<file path="config.mk">
export PLATFORM = sky130hd
export DESIGN_NAME = mpdp_port
export DESIGN_NICKNAME = d
export VERILOG_FILES = /design/src/design/mpdp_pkg.sv /design/src/design/mpdp_port.sv /design/src/design/mpdp_sync.sv
export SDC_FILE = /design/constraint.sdc
export NUM_CORES = 1
export LEC_CHECK = 0
export BUFFER_PORTS_ARGS = -buffer_cell sky130_fd_sc_hd__buf_2
export CAP_MARGIN = 40
export CORE_ASPECT_RATIO = 1.25
export CORE_MARGIN = 1.5
export CORE_UTILIZATION = 32
export CTS_CLUSTER_SIZE = 40
export DETAILED_ROUTE_END_ITERATION = 8
export PLACE_DENSITY = 0.64
export SYNTH_ARGS = -nofsm -noshare
export SYNTH_HDL_FRONTEND = slang
export SYNTH_SLANG_ARGS = --single-unit
</file>
<file path="constraint.sdc">
create_clock -name clk_i -period 2.4 [get_ports clk_i]
set_input_delay 0.48 -clock clk_i [delete_from_list [all_inputs] [get_ports clk_i]]
set_output_delay 0.48 -clock clk_i [all_outputs]
set_load 0.01 [all_outputs]
</file>
<file path="src/design/mpdp_pkg.sv">
// package: constants and carriers for the parallel display host port
package mpdp_pkg;
  // bus width and pixel format
  localparam int          DATA_W          = 18;
  localparam int          PIX_R_W         = 5;
  localparam int          PIX_G_W         = 6;
  localparam int          PIX_B_W         = 5;
  localparam int          PIX_B_LSB       = 0;
  localparam int          PIX_G_LSB       = 5;
  localparam int          PIX_R_LSB       = 11;
  // bus style encoding
  localparam logic        STYLE_SEPARATE  = 1'b0;
  localparam logic        STYLE_ENABLE    = 1'b1;
  // timing: reference cycle and counts in reference cycles
  localparam int          CLK_PERIOD_NS   = 4;
  localparam int          REF_CYCLE_NS    = 9;
  localparam int          SEL_LOW_REF     = 1;
  localparam int          SEL_HIGH_REF    = 1;
  localparam int          FIRST_RD_REF    = 5;
  // least times round up to whole clock cycles
  localparam int          FIRST_RD_NS     = FIRST_RD_REF * REF_CYCLE_NS;
  localparam int          FIRST_RD_CYC    = (FIRST_RD_NS + CLK_PERIOD_NS - 1) / CLK_PERIOD_NS;
  localparam int          CNT_W           = 4;
  localparam logic [3:0]  FIRST_RD_CNT    = FIRST_RD_CYC[3:0];
  // pipeline reset values
  localparam logic [17:0] DATA_RESET      = 18'h00000;

  // one accepted write toward the controller core
  typedef struct packed {
    logic              is_data;  // high: data, low: command
    logic [DATA_W-1:0] word;     // bus word
  } mpdp_wr_s;

  // unpacked 565 pixel
  typedef struct packed {
    logic [PIX_R_W-1:0] red;
    logic [PIX_G_W-1:0] green;
    logic [PIX_B_W-1:0] blue;
  } mpdp_pix_s;
endpackage

</file>
<file path="src/design/mpdp_port.sv">
// file: device side of the parallel display host port
`timescale 1ns/1ns
module mpdp_port
  import mpdp_pkg::*;
(
  input  wire logic                       clk_i,
  input  wire logic                       reset_n_i,
  input  wire logic                       style_i,
  input  wire logic                       chip_sel_n_i,
  input  wire logic                       cmd_data_select_i,
  input  wire logic                       wr_strobe_i,
  input  wire logic                       rd_strobe_i,
  input  wire logic [mpdp_pkg::DATA_W-1:0] parallel_data_bus_i,
  output logic      [mpdp_pkg::DATA_W-1:0] parallel_data_bus_o,
  output logic      [mpdp_pkg::DATA_W-1:0] parallel_data_bus_oe_n_o,
  output logic                            wr_valid_o,
  output mpdp_pkg::mpdp_wr_s              wr_o,
  output mpdp_pkg::mpdp_pix_s             pix_o,
  output logic                            rd_req_o,
  output logic                            rd_is_data_o,
  input  wire logic [mpdp_pkg::DATA_W-1:0] rd_word_i
);
  import mpdp_pkg::*;

  // =====================================
  // pin synchronisation
  localparam int PIN_W = 4 + DATA_W;
  logic [PIN_W-1:0] pins_sync;             // synchronised pins
  logic             cs_n_s;                // chip select, synced
  logic             cds_s;                 // command/data select, synced
  logic             wr_s;                  // write strobe or enable, synced
  logic             rd_s;                  // read strobe or direction, synced
  logic [DATA_W-1:0] db_s;                 // bus word, synced

  mpdp_sync #(
    .WIDTH (PIN_W),
    .INIT  ({4'hF, DATA_RESET})
  ) u_sync (
    .clk_i     (clk_i),
    .reset_n_i (reset_n_i),
    .async_i   ({chip_sel_n_i, cmd_data_select_i, wr_strobe_i, rd_strobe_i,
                 parallel_data_bus_i}),
    .sync_o    (pins_sync)
  );

  assign {cs_n_s, cds_s, wr_s, rd_s, db_s} = pins_sync;

  // =====================================
  // style capture, taken once after reset release
  logic       style_s;         // bus style pin, synced
  logic       style;           // held bus style
  logic [2:0] style_wait;      // marks edges since reset release
  logic       next_style;
  logic [2:0] next_style_wait;

  // the style strap is a pin too, so it is synchronised before use
  mpdp_sync #(
    .WIDTH (1),
    .INIT  (STYLE_SEPARATE)
  ) u_style_sync (
    .clk_i     (clk_i),
    .reset_n_i (reset_n_i),
    .async_i   (style_i),
    .sync_o    (style_s)
  );

  // style taken once the synchroniser shows the pin, then frozen
  always_comb
  begin
    next_style      = style;
    next_style_wait = {style_wait[1:0], 1'b1};
    if (style_wait == 3'h3)
      next_style = style_s;
  end

  always_ff @(posedge clk_i or negedge reset_n_i)
  begin
    if (!reset_n_i)
    begin
      style       <= STYLE_SEPARATE;
      style_wait  <= 3'h0;
    end
    else
    begin
      style       <= next_style;
      style_wait  <= next_style_wait;
    end
  end

  // =====================================
  // access decode
  logic wr_prev;        // previous write strobe level
  logic rd_prev;        // previous read strobe level
  logic cs_prev;        // previous select level
  logic wr_take;        // write is taken this cycle
  logic rd_active;      // a read access is under way
  logic rd_start;       // a read access begins

  always_comb
  begin
    wr_take   = 1'b0;
    rd_active = 1'b0;
    rd_start  = 1'b0;
    if (style == STYLE_SEPARATE)
    begin
      // write taken on strobe rise while selected
      wr_take   = !cs_n_s && wr_s && !wr_prev;
      rd_active = !cs_n_s && !rd_s;
      rd_start  = rd_active && (rd_prev || cs_prev);
    end
    else
    begin
      // enable latches on its rising edge; direction from read line
      wr_take   = !cs_n_s && wr_s && !wr_prev && !rd_s;
      rd_active = !cs_n_s && rd_s && !wr_s;
      rd_start  = rd_active && (wr_prev || cs_prev || !rd_prev);
    end
  end

  // =====================================
  // read latency and bus drive state
  logic [CNT_W-1:0]  rd_cnt;        // cycles since read start
  logic              rd_first;      // first read of sequence still pending
  logic [CNT_W-1:0]  next_rd_cnt;
  logic              next_rd_first;
  logic [DATA_W-1:0] next_bus;
  logic [DATA_W-1:0] next_oe_n;
  logic              next_rd_req;
  logic              next_rd_is_data;

  // hold bus data back for the first read until latency passes
  always_comb
  begin
    next_rd_cnt     = rd_cnt;
    next_rd_first   = rd_first;
    next_bus        = parallel_data_bus_o;
    next_oe_n       = {DATA_W{1'b1}};
    next_rd_req     = 1'b0;
    next_rd_is_data = rd_is_data_o;
    if (cs_n_s)
    begin
      // deselect ends the read sequence
      next_rd_first = 1'b1;
      next_rd_cnt   = '0;
    end
    else if (rd_active)
    begin
      next_oe_n = {DATA_W{1'b0}};
      if (rd_start)
      begin
        next_rd_req     = 1'b1;
        next_rd_is_data = cds_s;
        next_rd_cnt     = '0;
      end
      else if (rd_first && rd_cnt < FIRST_RD_CNT)
        next_rd_cnt = rd_cnt + 4'h1;
      if (!rd_first || rd_cnt >= FIRST_RD_CNT)
      begin
        next_bus      = rd_word_i;
        next_rd_first = 1'b0;
      end
    end
  end

  always_ff @(posedge clk_i or negedge reset_n_i)
  begin
    if (!reset_n_i)
    begin
      rd_cnt                   <= '0;
      rd_first                 <= 1'b1;
      parallel_data_bus_o      <= DATA_RESET;
      parallel_data_bus_oe_n_o <= {DATA_W{1'b1}};
      rd_req_o                 <= 1'b0;
      rd_is_data_o             <= 1'b0;
    end
    else
    begin
      rd_cnt                   <= next_rd_cnt;
      rd_first                 <= next_rd_first;
      parallel_data_bus_o      <= next_bus;
      parallel_data_bus_oe_n_o <= next_oe_n;
      rd_req_o                 <= next_rd_req;
      rd_is_data_o             <= next_rd_is_data;
    end
  end

  // =====================================
  // write output stage
  mpdp_wr_s  next_wr;
  mpdp_pix_s next_pix;
  logic      next_wr_valid;

  // publish accepted word and its 565 unpacking
  always_comb
  begin
    next_wr       = wr_o;
    next_pix      = pix_o;
    next_wr_valid = wr_take;
    if (wr_take)
    begin
      next_wr.is_data = cds_s;
      next_wr.word    = db_s;
      next_pix.red    = db_s[PIX_R_LSB +: PIX_R_W];
      next_pix.green  = db_s[PIX_G_LSB +: PIX_G_W];
      next_pix.blue   = db_s[PIX_B_LSB +: PIX_B_W];
    end
  end

  always_ff @(posedge clk_i or negedge reset_n_i)
  begin
    if (!reset_n_i)
    begin
      wr_prev    <= 1'b1;
      rd_prev    <= 1'b1;
      cs_prev    <= 1'b1;
      wr_valid_o <= 1'b0;
      wr_o       <= '0;
      pix_o      <= '0;
    end
    else
    begin
      wr_prev    <= wr_s;
      rd_prev    <= rd_s;
      cs_prev    <= cs_n_s;
      wr_valid_o <= next_wr_valid;
      wr_o       <= next_wr;
      pix_o      <= next_pix;
    end
  end
endmodule

</file>
<file path="src/design/mpdp_sync.sv">
// file: two flip-flop synchroniser for a vector of pin levels
`timescale 1ns/1ns
module mpdp_sync #(
  parameter int          WIDTH = 1,
  parameter logic [WIDTH-1:0] INIT = '0
) (
  input  wire logic             clk_i,
  input  wire logic             reset_n_i,
  input  wire logic [WIDTH-1:0] async_i,
  output logic      [WIDTH-1:0] sync_o
);
  // first stage, read only by second
  logic [WIDTH-1:0] stage1;

  // =====================================
  // two stage capture
  always_ff @(posedge clk_i or negedge reset_n_i)
  begin
    if (!reset_n_i)
    begin
      stage1 <= INIT;
      sync_o <= INIT;
    end
    else
    begin
      stage1 <= async_i;
      sync_o <= stage1;
    end
  end
endmodule

</file>
; ---- Word-level counts from Yosys, hierarchy flattened
; Index checks and enable logic that the tools add are counted.
; W data, S select, Z words.
[classes]
addsub = 1
magnitude_cmp = 2
n_eq_ne = 1
n_mux = 15
bitwise = 1
reduce_logical = 26
[ops]
columns = operator, n
row1 = $mux W18, 2
row2 = $mux W4, 4
row3 = $logic_and A1 B1 Y1, 9
row4 = $mux W1, 9
row5 = $logic_not A1 Y1, 6
row6 = $reduce_and A3 Y1, 2
row7 = $add A4 B1 Y4 const B, 1
row8 = $ge A4 B4 Y1 const B, 1
row9 = $logic_or A1 B1 Y1, 4
row10 = $lt A4 B4 Y1 const B, 1
row11 = $reduce_and A2 Y1, 2
row12 = $reduce_bool A2 Y1, 2
row13 = $eq A3 B2 Y1 const B, 1
row14 = $reduce_bool A3 Y1, 1
row15 = $not A1 Y1, 1
[word_totals]
regBits = 132
inputBits = 43
out_inout_bits = 74

; ---- Depth between registers and ports, before layout
; Gate-level depths: netlist (run 1).
[logic_depth]
word_depth = 8
depth_mapped = 5
mapped_depth_nobuf = 4

; ---- Hierarchy
; A second synthesis (run 1) with hierarchy kept.
[unflattened]
hier_cells = 212
area_unflattened_um2 = 3494.6
[by_module_without_submodules]
columns = mod, instances, cells_each, area_per_inst_um2, seq_area_each_um2
row1 = mpdp_port, 1, 166, 2333.5, 1332.5
row2 = mpdp_sync at u_sync, 1, 44, 1111.1, 1111.1
row3 = mpdp_sync at u_style_sync, 1, 2, 50.0, 50.0

; ---- Worst setup path after synthesis (run 1)
; OpenSTA, ideal clock, no wires.
[synth_path]
kind = flip-flop to flip-flop
startpoint = register u_sync.sync_o[18]
endpoint = register parallel_data_bus_o[10] in the netlist's numbering
setup_time_ps = 125
t_arrival_ps = 1662
required_ps = 2275
path_slack_ps = 613
stages_incl_launch_ff = 6
period_less_slack_ps = 1787
cell_sequence = dfstp_2 -> nand3b_1 -> o21a_2 -> nor3_4 -> buf_6 -> mux2_2
[synth_between]
elab_chain_cells = 4
elab_cells_between_ends = 6
cone_classes = mux: 1 / reduce/logical: 5
[synth_lines]
columns = item, line_no
row1 = from (decl), mpdp_sync.sv:10  ; output logic [WIDTH-1:0] sync_o
row2 = from (signal assigned), mpdp_sync.sv:27  ; sync_o <= stage1;
row3 = $logic_not A1 Y1 / $logic_and A1 B1 Y1 (equally long branches), "mpdp_port.sv:108, mpdp_port.sv:115"
row4 = $logic_and A1 B1 Y1 (on tied branches), "mpdp_port.sv:108, mpdp_port.sv:115"
row5 = $mux W1 (*), mpdp_port.sv:104  ; if (style == STYLE_SEPARATE)
row6 = $reduce_and A3 Y1 (no line) (*), -
row7 = to (signal assigned), mpdp_port.sv:180  ; parallel_data_bus_o <= next_bus;
row8 = to (decl), mpdp_port.sv:14  ; output logic [mpdp_pkg::DATA_W-1:0] parallel_data_bus_o,
; Every way passes the cells marked *; elsewhere a longest branch is shown, timed or not.
; A chain may end at the register's enable or synchronous reset.

; ---- Worst setup path in the final report (run 1)
[layout_path]
startpoint = register u_sync.sync_o[18]
endpoint = register parallel_data_bus_o[12] in the netlist's numbering
; Same word-level chain as after synthesis.

==> metrics.md, run 1 <==
| Metric | Value |
|---|---|
| Hold WC Path Type | primary input to asynchronous set/reset pin |
| Worst-skew pair later-pin latency | 0.34 ns |
| Worst Path Max Fanout | 18 |
| Vias per cell | 4.291 |
| Largest net degree at the start of global routing | 43 |
| Synth top area share | 61.80% |
| HPWL after DPL | 3822 µm |
| Avg Cell Area, Syn | 16.35 µm² |
| Initial antenna violation count | 0 |
| Non-filler cells, final | 443 |
| FF/Latch Area | 0.002494 mm² |
| Post-CTS sizing | 0 |
| Num CTS Buffers | 9 |
| Vias in the first global route | 1,793 |
| Area growth, synth to finish | 23.79% |
| Synth cell count leaders | 86 x dfrtp_1, 35 x mux2_2, 33 x buf_4 |
| Diode count | 0 |
| CTS clk-pin slew, worst paths | 0.06 ns |
| CP top delay family | flip-flops |
| # nets final | 351 |
| Crit. End Element | flip-flop |
| CTS tree | built |
| Async set-or-reset flop fraction in the synthesized netlist | 100.0% |
| Leakage | 2.024 nW |
| Fin Clk Skew | 0.008789 ns |
| Worst Setup Path Type | flip-flop to flip-flop |
| Slew Limit Headroom | 64.60% |
| Initial Util | 32.80% |
| Fraction of final layout cells sized beyond drive strength 1 | 60.77% |
| Worst slack, placed | 0.6140 ns |
| Number of synthesized flops with an enable pin | 0 |
| TNS Setup | 0 ns |
| Sw Ratio | 24.13% |
| Crit path cell chain | nand3b_1, o21a_2, nor3_4, buf_4, mux2_2 |
| Placer Congestion | 0.6768 |
| Worst setup margin | 0.6306 ns |
| Hold buffers post-CTS | 0 |
| Synthesis-stage register bit count | 99 |
| Worst Tran Pin Value | 0.5311 ns |
| Post-layout instance area | 0.004310 mm² |
| Core area | 0.01062 mm² |
| Chip width | 96.30 µm |
| Total Power | 4.057 mW |
| Syn Inst Count | 213 |
| Reg2Reg Capture Point | parallel_data_bus_o[12] |
| Slowest stage delay, CP | 0.56 ns |
| Arr. time, crit path | 1.99 ns |
| DRT Wirelength | 5494 µm |
| Critical path launch point type | flip-flop |
| GRT Total Usage | 10.30% |
| Number of remaining DRC errors | 0 |
| Routed wire per std cell | 12.40 µm |
| Die area | 0.01152 mm² |
| Port bufs | 116 |
| Psw | 978.8 µW |
| Post-DP Area | 0.003986 mm² |
| Cell variety after synth | 30 |
| Clock network fraction of total power | 37.8% |
| Top_reg_cell synth | dfrtp_1 |
| Minimum period implied by the final worst setup slack | 1.769 ns |
| IO Pins | 117 |
| CTS sink cnt | 99 |
| Yosys top cell by area | dfrtp_1 |
| Fill count | 1,006 |
| Worst-case clock buffer depth | 2 |
| # placed instances | 428 |
| P per Cell Area | 941.1 mW/mm² |
| Rows | 42 |
| Area of the multi-input gates | 698.2 µm² |
| Remaining antenna violation count after routing | 0 |
| Clk root buf | clkbuf_16 |
| Setup-failing EPs final | 0 |
| Worst vdd ir | 538.4 µV |
| DRT Pass-1 Iters | 4 |
| H-tree depth | 3 |
| RSZ-0062 raised after global routing | no |
| Synthesis Warnings | 0 |
| Int Pwr | 3.078 mW |
| Outcome | finished clean |
| Reg2reg path depth | 5 |
| Synthesized cell area | 0.003482 mm² |
| Period utilisation layout | 73.72% |
| First-pass GRT wire length | 8666 µm |
| Post-CTS setup buffer count | 0 |
| MaxCap Viol Count | 0 |
| Global route overflow | 0 |
| Worst r2r src | u_sync.sync_o[18] |
| Highest clock rate | 565.2 MHz |
| Final Util | 40.61% |
| Top-count cell post-synth | dfrtp_1 |
| Syn_nets | 257 |
| Bufs and invs on worst path | 1 |
| Reg2Reg Setup Slack | 0.63 ns |
| Hold slack | 0.1064 ns |
| Worst path slowest cell | dfstp_2 |
| Iteration-0 DRC count of the detailed router | 36 |
| Critical path data required time | 2.62 ns |
| Die height | 119.6 µm |
| Sequential group share of total power | 48.2% |
| Vias | 1,901 |
| Fin. max-slew vios | 0 |
| Fin. Hold Viols | 0 |
| Logic pwr share | 14.0% |
| Area contributors post-synth | dfrtp_1 62%, mux2_2 11%, dfstp_2 9.8% |
| Part of the Yosys area used for sequential elements | 71.61% |
-- cell families after synthesis --
family	count (synthesis)	synth area share, %
AOI/OAI and AO/OA	10	2.515
adders and majority gates	1	0.3593
buffers and inverters	38	8.336
DFF	99	71.61
muxes	39	12.61
other	1	0.1077
and+or+nand+nor	25	4.456
-- layer usage --
layer / up-vias / track usage (%) / wire [µm]
met5: - / 0 / 0
met2: 70 / 15.54 / 2705
met1: 956 / 12.53 / 2332
li1: 867 / - / -
met4: 0 / 5.435 / 96
met3: 8 / 4.119 / 360
-- cells in the final DEF (no fill, tap or decap), drive strengths merged, types with 2 or more instances in the layout --
cell / Yosys / final
or4b: 2 / 2
mux2: 39 / 39
a31oi: 3 / 3
dfstp: 13 / 13
clkbuf: 1 / 10
nand2: 7 / 7
nor2: 3 / 3
inv: 1 / 2
dfrtp: 86 / 86
nand2b: 2 / 2
o21ai: 2 / 2
buf: 36 / 120
nand3: 3 / 3
bufinv: 0 / 2
nor3: 3 / 3
-- state kept, by name, summed over array words and instances, names as in the netlist, 3 cells and up --
register	count
parallel_data_bus_o	18
wr_o	19
rd_cnt	4
u_sync.sync_o	22
style_wait	3
u_sync.stage1	22
-- final cells by class --
cell class                 instances  share of cell area (%)
sequential                        99                   57.85
clock buffer                      10                   5.544
multi-input combinational         76                   16.20
timing repair buffer             120                   14.51
inverter                           1                 0.08708
clock inverter                     5                   1.974
tap                              132                   3.832
-- worst max-delay path by stage --
stage / start / endpoint / cells after the start
2_1_floorplan: u_sync.sync_o[18] / parallel_data_bus_o[10] / 5
3_3_place_gp: u_sync.sync_o[18] / parallel_data_bus_o[12] / 5
3_5_place_dp: u_sync.sync_o[18] / parallel_data_bus_o[12] / 5
4_1_cts: u_sync.sync_o[18] / parallel_data_bus_o[12] / 5
5_1_grt: u_sync.sync_o[18] / rd_cnt[2] / 4
6_report: u_sync.sync_o[18] / parallel_data_bus_o[12] / 5
-- power by group through the flow --
stage | logic [mW] | registers (mW) | clock network [mW]
3_5_place_dp | 0.578 | 1.99 | 0
4_1_cts | 0.579 | 1.96 | 1.59
2_1_floorplan | 0.324 | 2.04 | 0
6_report | 0.567 | 1.96 | 1.53
3_3_place_gp | 0.572 | 1.98 | 0
5_1_grt | 0.625 | 1.99 | 1.65
No activity file was read; power rests on OpenSTA's default activity.
==> run 2, diff against run 1 <==
Settings changed: PLACE_DENSITY 0.64 to 0.66.
Clock period 2.4 ns to 1.6 ns, I/O delays scaled along.
==> metrics.md, run 2 (synthesized netlist as in run 1, its figures left out) <==
| Metric | Value |
|---|---|
| Outcome | complete, but fails checks |
| Failing checks | negative setup slack |
| Vias in the first global route | 2,019 (+13%) |
| Chip width | 96.30 µm (unchanged) |
| Worst-skew pair later-pin latency | 0.33 ns (about the same) |
| Hold path depth | 1 |
| GRT Total Usage | 10.90% (+0.60 points) |
| Post-DP Area | 0.004059 mm² (+1.8%) |
| CP startpoint | u_sync.sync_o[18] |
| Worst setup margin | -0.08062 ns (-0.7112 ns) |
| Final Util | 42.60% (+2.0 points) |
| P per Cell Area | 1334 mW/mm² (+42%) |
| RSZ-0062 raised after global routing | yes |
| Worst Tran Pin Value | 0.5132 ns (-0.01784 ns) |
| Initial antenna violation count | 0 (unchanged) |
| Largest regs | u_sync.stage1: 22 flops, u_sync.sync_o: 22 flops, wr_o: 19 flops |
| Remaining antenna violation count after routing | 0 (unchanged) |
| Reg2Reg Capture Point | rd_is_data_o |
| Hold Path Origin | wr_strobe_i |
| Critical path launch point type | flip-flop |
| Core area | 0.01062 mm² (unchanged) |
| H-tree depth | 3 (unchanged) |
| Reg2Reg Setup Slack | -0.08 ns (-0.71 ns) |
| DRT Pass-1 Iters | 4 (unchanged) |
| CTS clk-pin slew, worst paths | 0.06 ns (about the same) |
| Initial Util | 32.80% (unchanged) |
| MaxCap Viol Count | 0 (unchanged) |
| Slew Limit Headroom | 65.42% (+0.83 points) |
| Worst Path Max Fanout | 4 (-14) |
| # nets final | 366 (+4.3%) |
| Most frequent cells in the layout | 115 x buf_2, 86 x dfrtp_1, 21 x mux2_2 |
| Crit. End Element | flip-flop |
| Reg2reg path depth | 6 (+1) |
| IO Pins | 117 (unchanged) |
| Hold slack | 0.08377 ns (-0.02261 ns) |
| Period utilisation layout | 105.0% (+31 points) |
| Die area | 0.01152 mm² (unchanged) |
| Highest clock rate | 595.0 MHz (+5.3%) |
| Most common cell after layout, fill and taps aside | buf_2 |
| Clk root buf | clkbuf_16 |
| Worst vdd ir | 865.7 µV (+61%) |
| Fin Clk Skew | 0.005110 ns (-0.003679 ns) |
| Area growth, synth to finish | 29.86% |
| Fin. max-slew vios | 0 (unchanged) |
| Critical path data required time | 1.81 ns (-0.81 ns) |
| Vias | 1,982 (+4.3%) |
| CTS tree | built |
| Worst r2r src | u_sync.sync_o[18] |
| HPWL after DPL | 3835 µm (+0.34%) |
| Worst Setup Path Type | flip-flop to flip-flop |
| Fin. Hold Viols | 0 (unchanged) |
| DRT Wirelength | 5838 µm (+6.3%) |
| Diode count | 0 (unchanged) |
| Num CTS Buffers | 9 (unchanged) |
| Largest net degree at the start of global routing | 69 (+60%) |
| Setup-failing EPs final | 31 (+31) |
| Minimum period implied by the final worst setup slack | 1.681 ns (-0.08877 ns) |
| Placer Congestion | 0.6517 (-3.7%) |
| Number of remaining DRC errors | 0 (unchanged) |
| Vias per cell | 4.318 (+0.63%) |
| Iteration-0 DRC count of the detailed router | 51 (+42%) |
| Die height | 119.6 µm (unchanged) |
| Port bufs | 116 (unchanged) |
| Global route overflow | 0 (unchanged) |
| Leakage | 2.159 nW (+6.6%) |
| Routed wire per std cell | 12.72 µm (+2.6%) |
| Worst-case clock buffer depth | 2 (unchanged) |
| Worst Hold Path EP | u_sync.stage1[19] |
| Fill count | 983 (-2.3%) |
| CTS sink cnt | 99 (unchanged) |
| Rows | 42 (unchanged) |
| Arr. time, crit path | 1.90 ns (-0.09 ns) |
| First-pass GRT wire length | 9480 µm (+9.4%) |
| Hold WC Path Type | primary input to flip-flop |
| Post-layout instance area | 0.004522 mm² (+4.9%) |
| Fraction of final layout cells sized beyond drive strength 1 | 63.61% (+2.8 points) |
## run 2: cell types whose count changed in the layout (fill, tap and decap cells not counted), moves of 4 or more
| cell | delta |
|---|---|
| mux2_4 | +18 |
| mux2_2 | -14 |
| buf_6 | +4 |
| buf_4 | +8 |
| mux2_1 | -4 |
## run 2: area by class of cell
type	count	area, µm²	area share, %
multi-input combinational	76	770.7	17.04
tap	132	165.2	3.652
sequential	99	2494	55.15
timing repair buffer	135	785.8	17.38
inverter	1	3.754	0.08301
clock buffer	11	242.7	5.368
clock inverter	5	60.06	1.328
## run 2: power by group
part | leakage [nW] | internal, mW | switching [mW] | total (mW)
registers | 1.16 | 2.78 | 0.144 | 2.93
logic | 0.857 | 0.505 | 0.451 | 0.956
clock network | 0.147 | 1.26 | 0.883 | 2.15
## run 2: worst max path at each step
stage / end / depth (start not counted)
6_report: rd_is_data_o / 6
5_1_grt: rd_cnt[2] / 5
4_1_cts: wr_o[11] / 3
3_5_place_dp: rd_is_data_o / 5
3_3_place_gp: rd_is_data_o / 5
2_1_floorplan: parallel_data_bus_o[10] / 5
## run 2: metrics by stage
stage / total power, mW / setup TNS [ns] / cells / setup slack, ns
floorplan: 3.547 / -2.183 / 213 / -0.1873
global placement: 3.854 / -1.680 / 436 / -0.09272
finish: 6.030 / -1.431 / 459 / -0.08062
global route: 6.356 / -4.013 / 459 / -0.1572
detailed placement: 3.883 / -2.493 / 436 / -0.09872
CTS: 6.124 / -1.811 / 458 / -0.06962
## run 2: timing repair
action,in CTS,in global routing
buffers inserted,4,1
endpoints found under the setup margin,39,40
pin swaps,1,4
hold endpoints to repair,11,0
resized for setup,12,12
cloned,1,1
hold buffers,1,0
## run 2: routing by layer
metal  part of all wire [%]  vias to the layer above  GRT usage [%]
li1                       -                      898              -
met5                      0                        -              0
met2                     52                       73          17.78
met3                    6.3                        5          3.169
met1                     40                     1006          13.04
met4                    1.4                        0          5.163
## run 2: critical path: stages (launching register included)
cell and delay, ns:
dfstp_2 0.56, and2_4 0.15, buf_6 0.09, a221oi_4 0.06, buf_4 0.15, nor3_2 0.19
mux2_2 0.36
==> run 3, diff against run 2 <==
Settings changed: GPL_TIMING_DRIVEN set to 0, PLACE_DENSITY 0.66 to unset.
==> metrics.md, run 3 (synthesized netlist as in run 1, its figures left out) <==
| Metric | Value |
|---|---|
| Worst vdd ir | 697.8 µV (-19%) |
| Initial Util | 32.80% (unchanged) |
| DRT Wirelength | 5973 µm (+2.3%) |
| Worst setup margin | -0.08643 ns (-0.005803 ns) |
| Routed wire per std cell | 12.09 µm (-4.9%) |
| Crit. End Element | flip-flop |
| GRT Total Usage | 11.42% (+0.52 points) |
| Vias per cell | 4.243 (-1.7%) |
| Die area | 0.01152 mm² (unchanged) |
| Worst Tran Pin Value | 0.6834 ns (+0.1702 ns) |
| Vias in the first global route | 2,081 (+3.1%) |
| Die height | 119.6 µm (unchanged) |
| Hold WC Path Type | primary input to asynchronous set/reset pin |
| Hold slack | 0.01357 ns (-0.07020 ns) |
| Highest clock rate | 593.0 MHz (-0.34%) |
| Failing checks | negative setup slack |
| Post-DP Area | 0.004258 mm² (+4.9%) |
| Arr. time, crit path | 1.91 ns (about the same) |
| Fin. Hold Viols | 0 (unchanged) |
| Most common cell after layout, fill and taps aside | buf_2 |
| Outcome | complete, but fails checks |
| Num CTS Buffers | 9 (unchanged) |
| CP startpoint | style |
| IO Pins | 117 (unchanged) |
| Period utilisation layout | 105.4% (+0.36 points) |
| Non-filler cells, final | 494 (+7.6%) |
| Rows | 42 (unchanged) |
| Total Power | 6.135 mW (+1.7%) |
| Minimum period implied by the final worst setup slack | 1.686 ns (+0.005803 ns) |
| Largest net degree at the start of global routing | 55 (-20%) |
| Area growth, synth to finish | 38.59% |
| CTS sink cnt | 99 (unchanged) |
| Chip width | 96.30 µm (unchanged) |
| Worst Path Max Fanout | 10 (+6) |
| Fin. max-slew vios | 0 (unchanged) |
| Slew Limit Headroom | 54.44% (-11 points) |
| Fin Clk Skew | 0.005924 ns (+0.0008144 ns) |
| Final Util | 45.46% (+2.9 points) |
| Leakage | 2.345 nW (+8.6%) |
| MaxCap Viol Count | 0 (unchanged) |
| CTS tree | built |
| RSZ-0062 raised after global routing | yes |
| Diode count | 0 (unchanged) |
| HPWL after DPL | 3876 µm (+1.1%) |
| Critical path launch point type | flip-flop |
| Worst-case clock buffer depth | 2 (unchanged) |
| Vias | 2,096 (+5.8%) |
| CTS clk-pin slew, worst paths | 0.07 ns (about the same) |
| Setup-failing EPs final | 39 (+26%) |
| Remaining antenna violation count after routing | 0 (unchanged) |
| Post-layout instance area | 0.004826 mm² (+6.7%) |
| Port bufs | 116 (unchanged) |
| # placed instances | 462 (+6.0%) |
| First-pass GRT wire length | 9811 µm (+3.5%) |
| Global route overflow | 0 (unchanged) |
| Iteration-0 DRC count of the detailed router | 97 (+90%) |
| Reg2Reg Capture Point | wr_o[16] |
| Worst-skew pair later-pin latency | 0.34 ns (about the same) |
| Placer Congestion | 0.6257 (-4.0%) |
| Most frequent cells in the layout | 115 x buf_2, 85 x dfrtp_1, 42 x buf_4 |
| DRT Pass-1 Iters | 4 (unchanged) |
| Number of remaining DRC errors | 0 (unchanged) |
| Worst r2r src | style |
| Reg2Reg Setup Slack | -0.09 ns (about the same) |
| Core area | 0.01062 mm² (unchanged) |
| Largest regs | u_sync.stage1: 22 flops, u_sync.sync_o: 22 flops, wr_o: 19 flops |
| Clk root buf | clkbuf_16 |
| Worst Setup Path Type | flip-flop to flip-flop |
| P per Cell Area | 1271 mW/mm² (-4.7%) |
| Fraction of final layout cells sized beyond drive strength 1 | 67.96% (+4.3 points) |
| Reg2reg path depth | 4 (-2) |
| H-tree depth | 3 (unchanged) |
| Initial antenna violation count | 0 (unchanged) |
| Worst setup path end | wr_o[16] |
| # nets final | 401 (+9.6%) |
| Critical path data required time | 1.82 ns (about the same) |
==> run 3: cell types whose count changed in the layout (fill, tap and decap cells not counted), moves of 2 or more <==
cell    delta
buf_16     +2
buf_4     +30
buf_8      +3
buf_6      +3
==> run 3: repair_timing <==
item,in CTS,in global routing
endpoints found under the setup margin,56,50
setup buffers,13,2
pin swaps,2,3
gates resized for setup,32,6
cloned,2,0
hold buffers,0,0
==> run 3: layout make-up <==
cell class                 count  area, µm²
clock buffer                  11      252.7
buffer                        36      297.8
inverter                       1      3.754
multi-input combinational     76      784.5
sequential                    99       2495
fill                         986       5789
tap                          132      165.2
clock inverter                 5      35.03
timing repair buffer         134      792.0
==> run 3: worst max-delay path, stage by stage, from the launching register on <==
cell and delay (ns):
dfrtp_2 0.40, and2_4 0.16, or4b_4 0.56, buf_12 0.18, mux2_2 0.27
==> run 3: how the worst min path moves through the flow <==
stage	from	end	slack (ns)	cells after the start
floorplan	reset_n_i	parallel_data_bus_o[0]	0.02	0
global placement	u_style_sync.stage1	u_style_sync.sync_o	0.33	0
detailed placement	u_sync.stage1[1]	u_sync.sync_o[1]	0.33	0
CTS	reset_n_i	wr_o[7]	0.04	1
global route	rd_strobe_i	u_sync.stage1[18]	0.06	1
finish	reset_n_i	wr_o[7]	0.01	1
==> run 3: routing by layer <==
layer | up-vias | global-route usage [%] | wire length (µm)
li1 | 978 | - | -
met1 | 1021 | 13.52 | 2424
met2 | 85 | 17.83 | 2927
met3 | 12 | 3.549 | 467
met4 | 0 | 7.065 | 153
met5 | - | 0 | 0
==> run 3: metrics by stage <==
step / TNS [ns] / setup slack [ns]
3_5_place_dp: -7.223 / -0.3802
5_1_grt: -4.884 / -0.1660
6_report: -2.363 / -0.08643
2_1_floorplan: -2.183 / -0.1873
4_1_cts: -3.518 / -0.1280
3_3_place_gp: -73.36 / -0.7441
==> run 3: power by group <==
part | total (mW) | switching (mW) | internal, mW
registers | 2.93 | 0.143 | 2.78
logic | 1.15 | 0.484 | 0.671
clock network | 2.05 | 0.909 | 1.14
total | 6.14 | 1.54 | 4.60
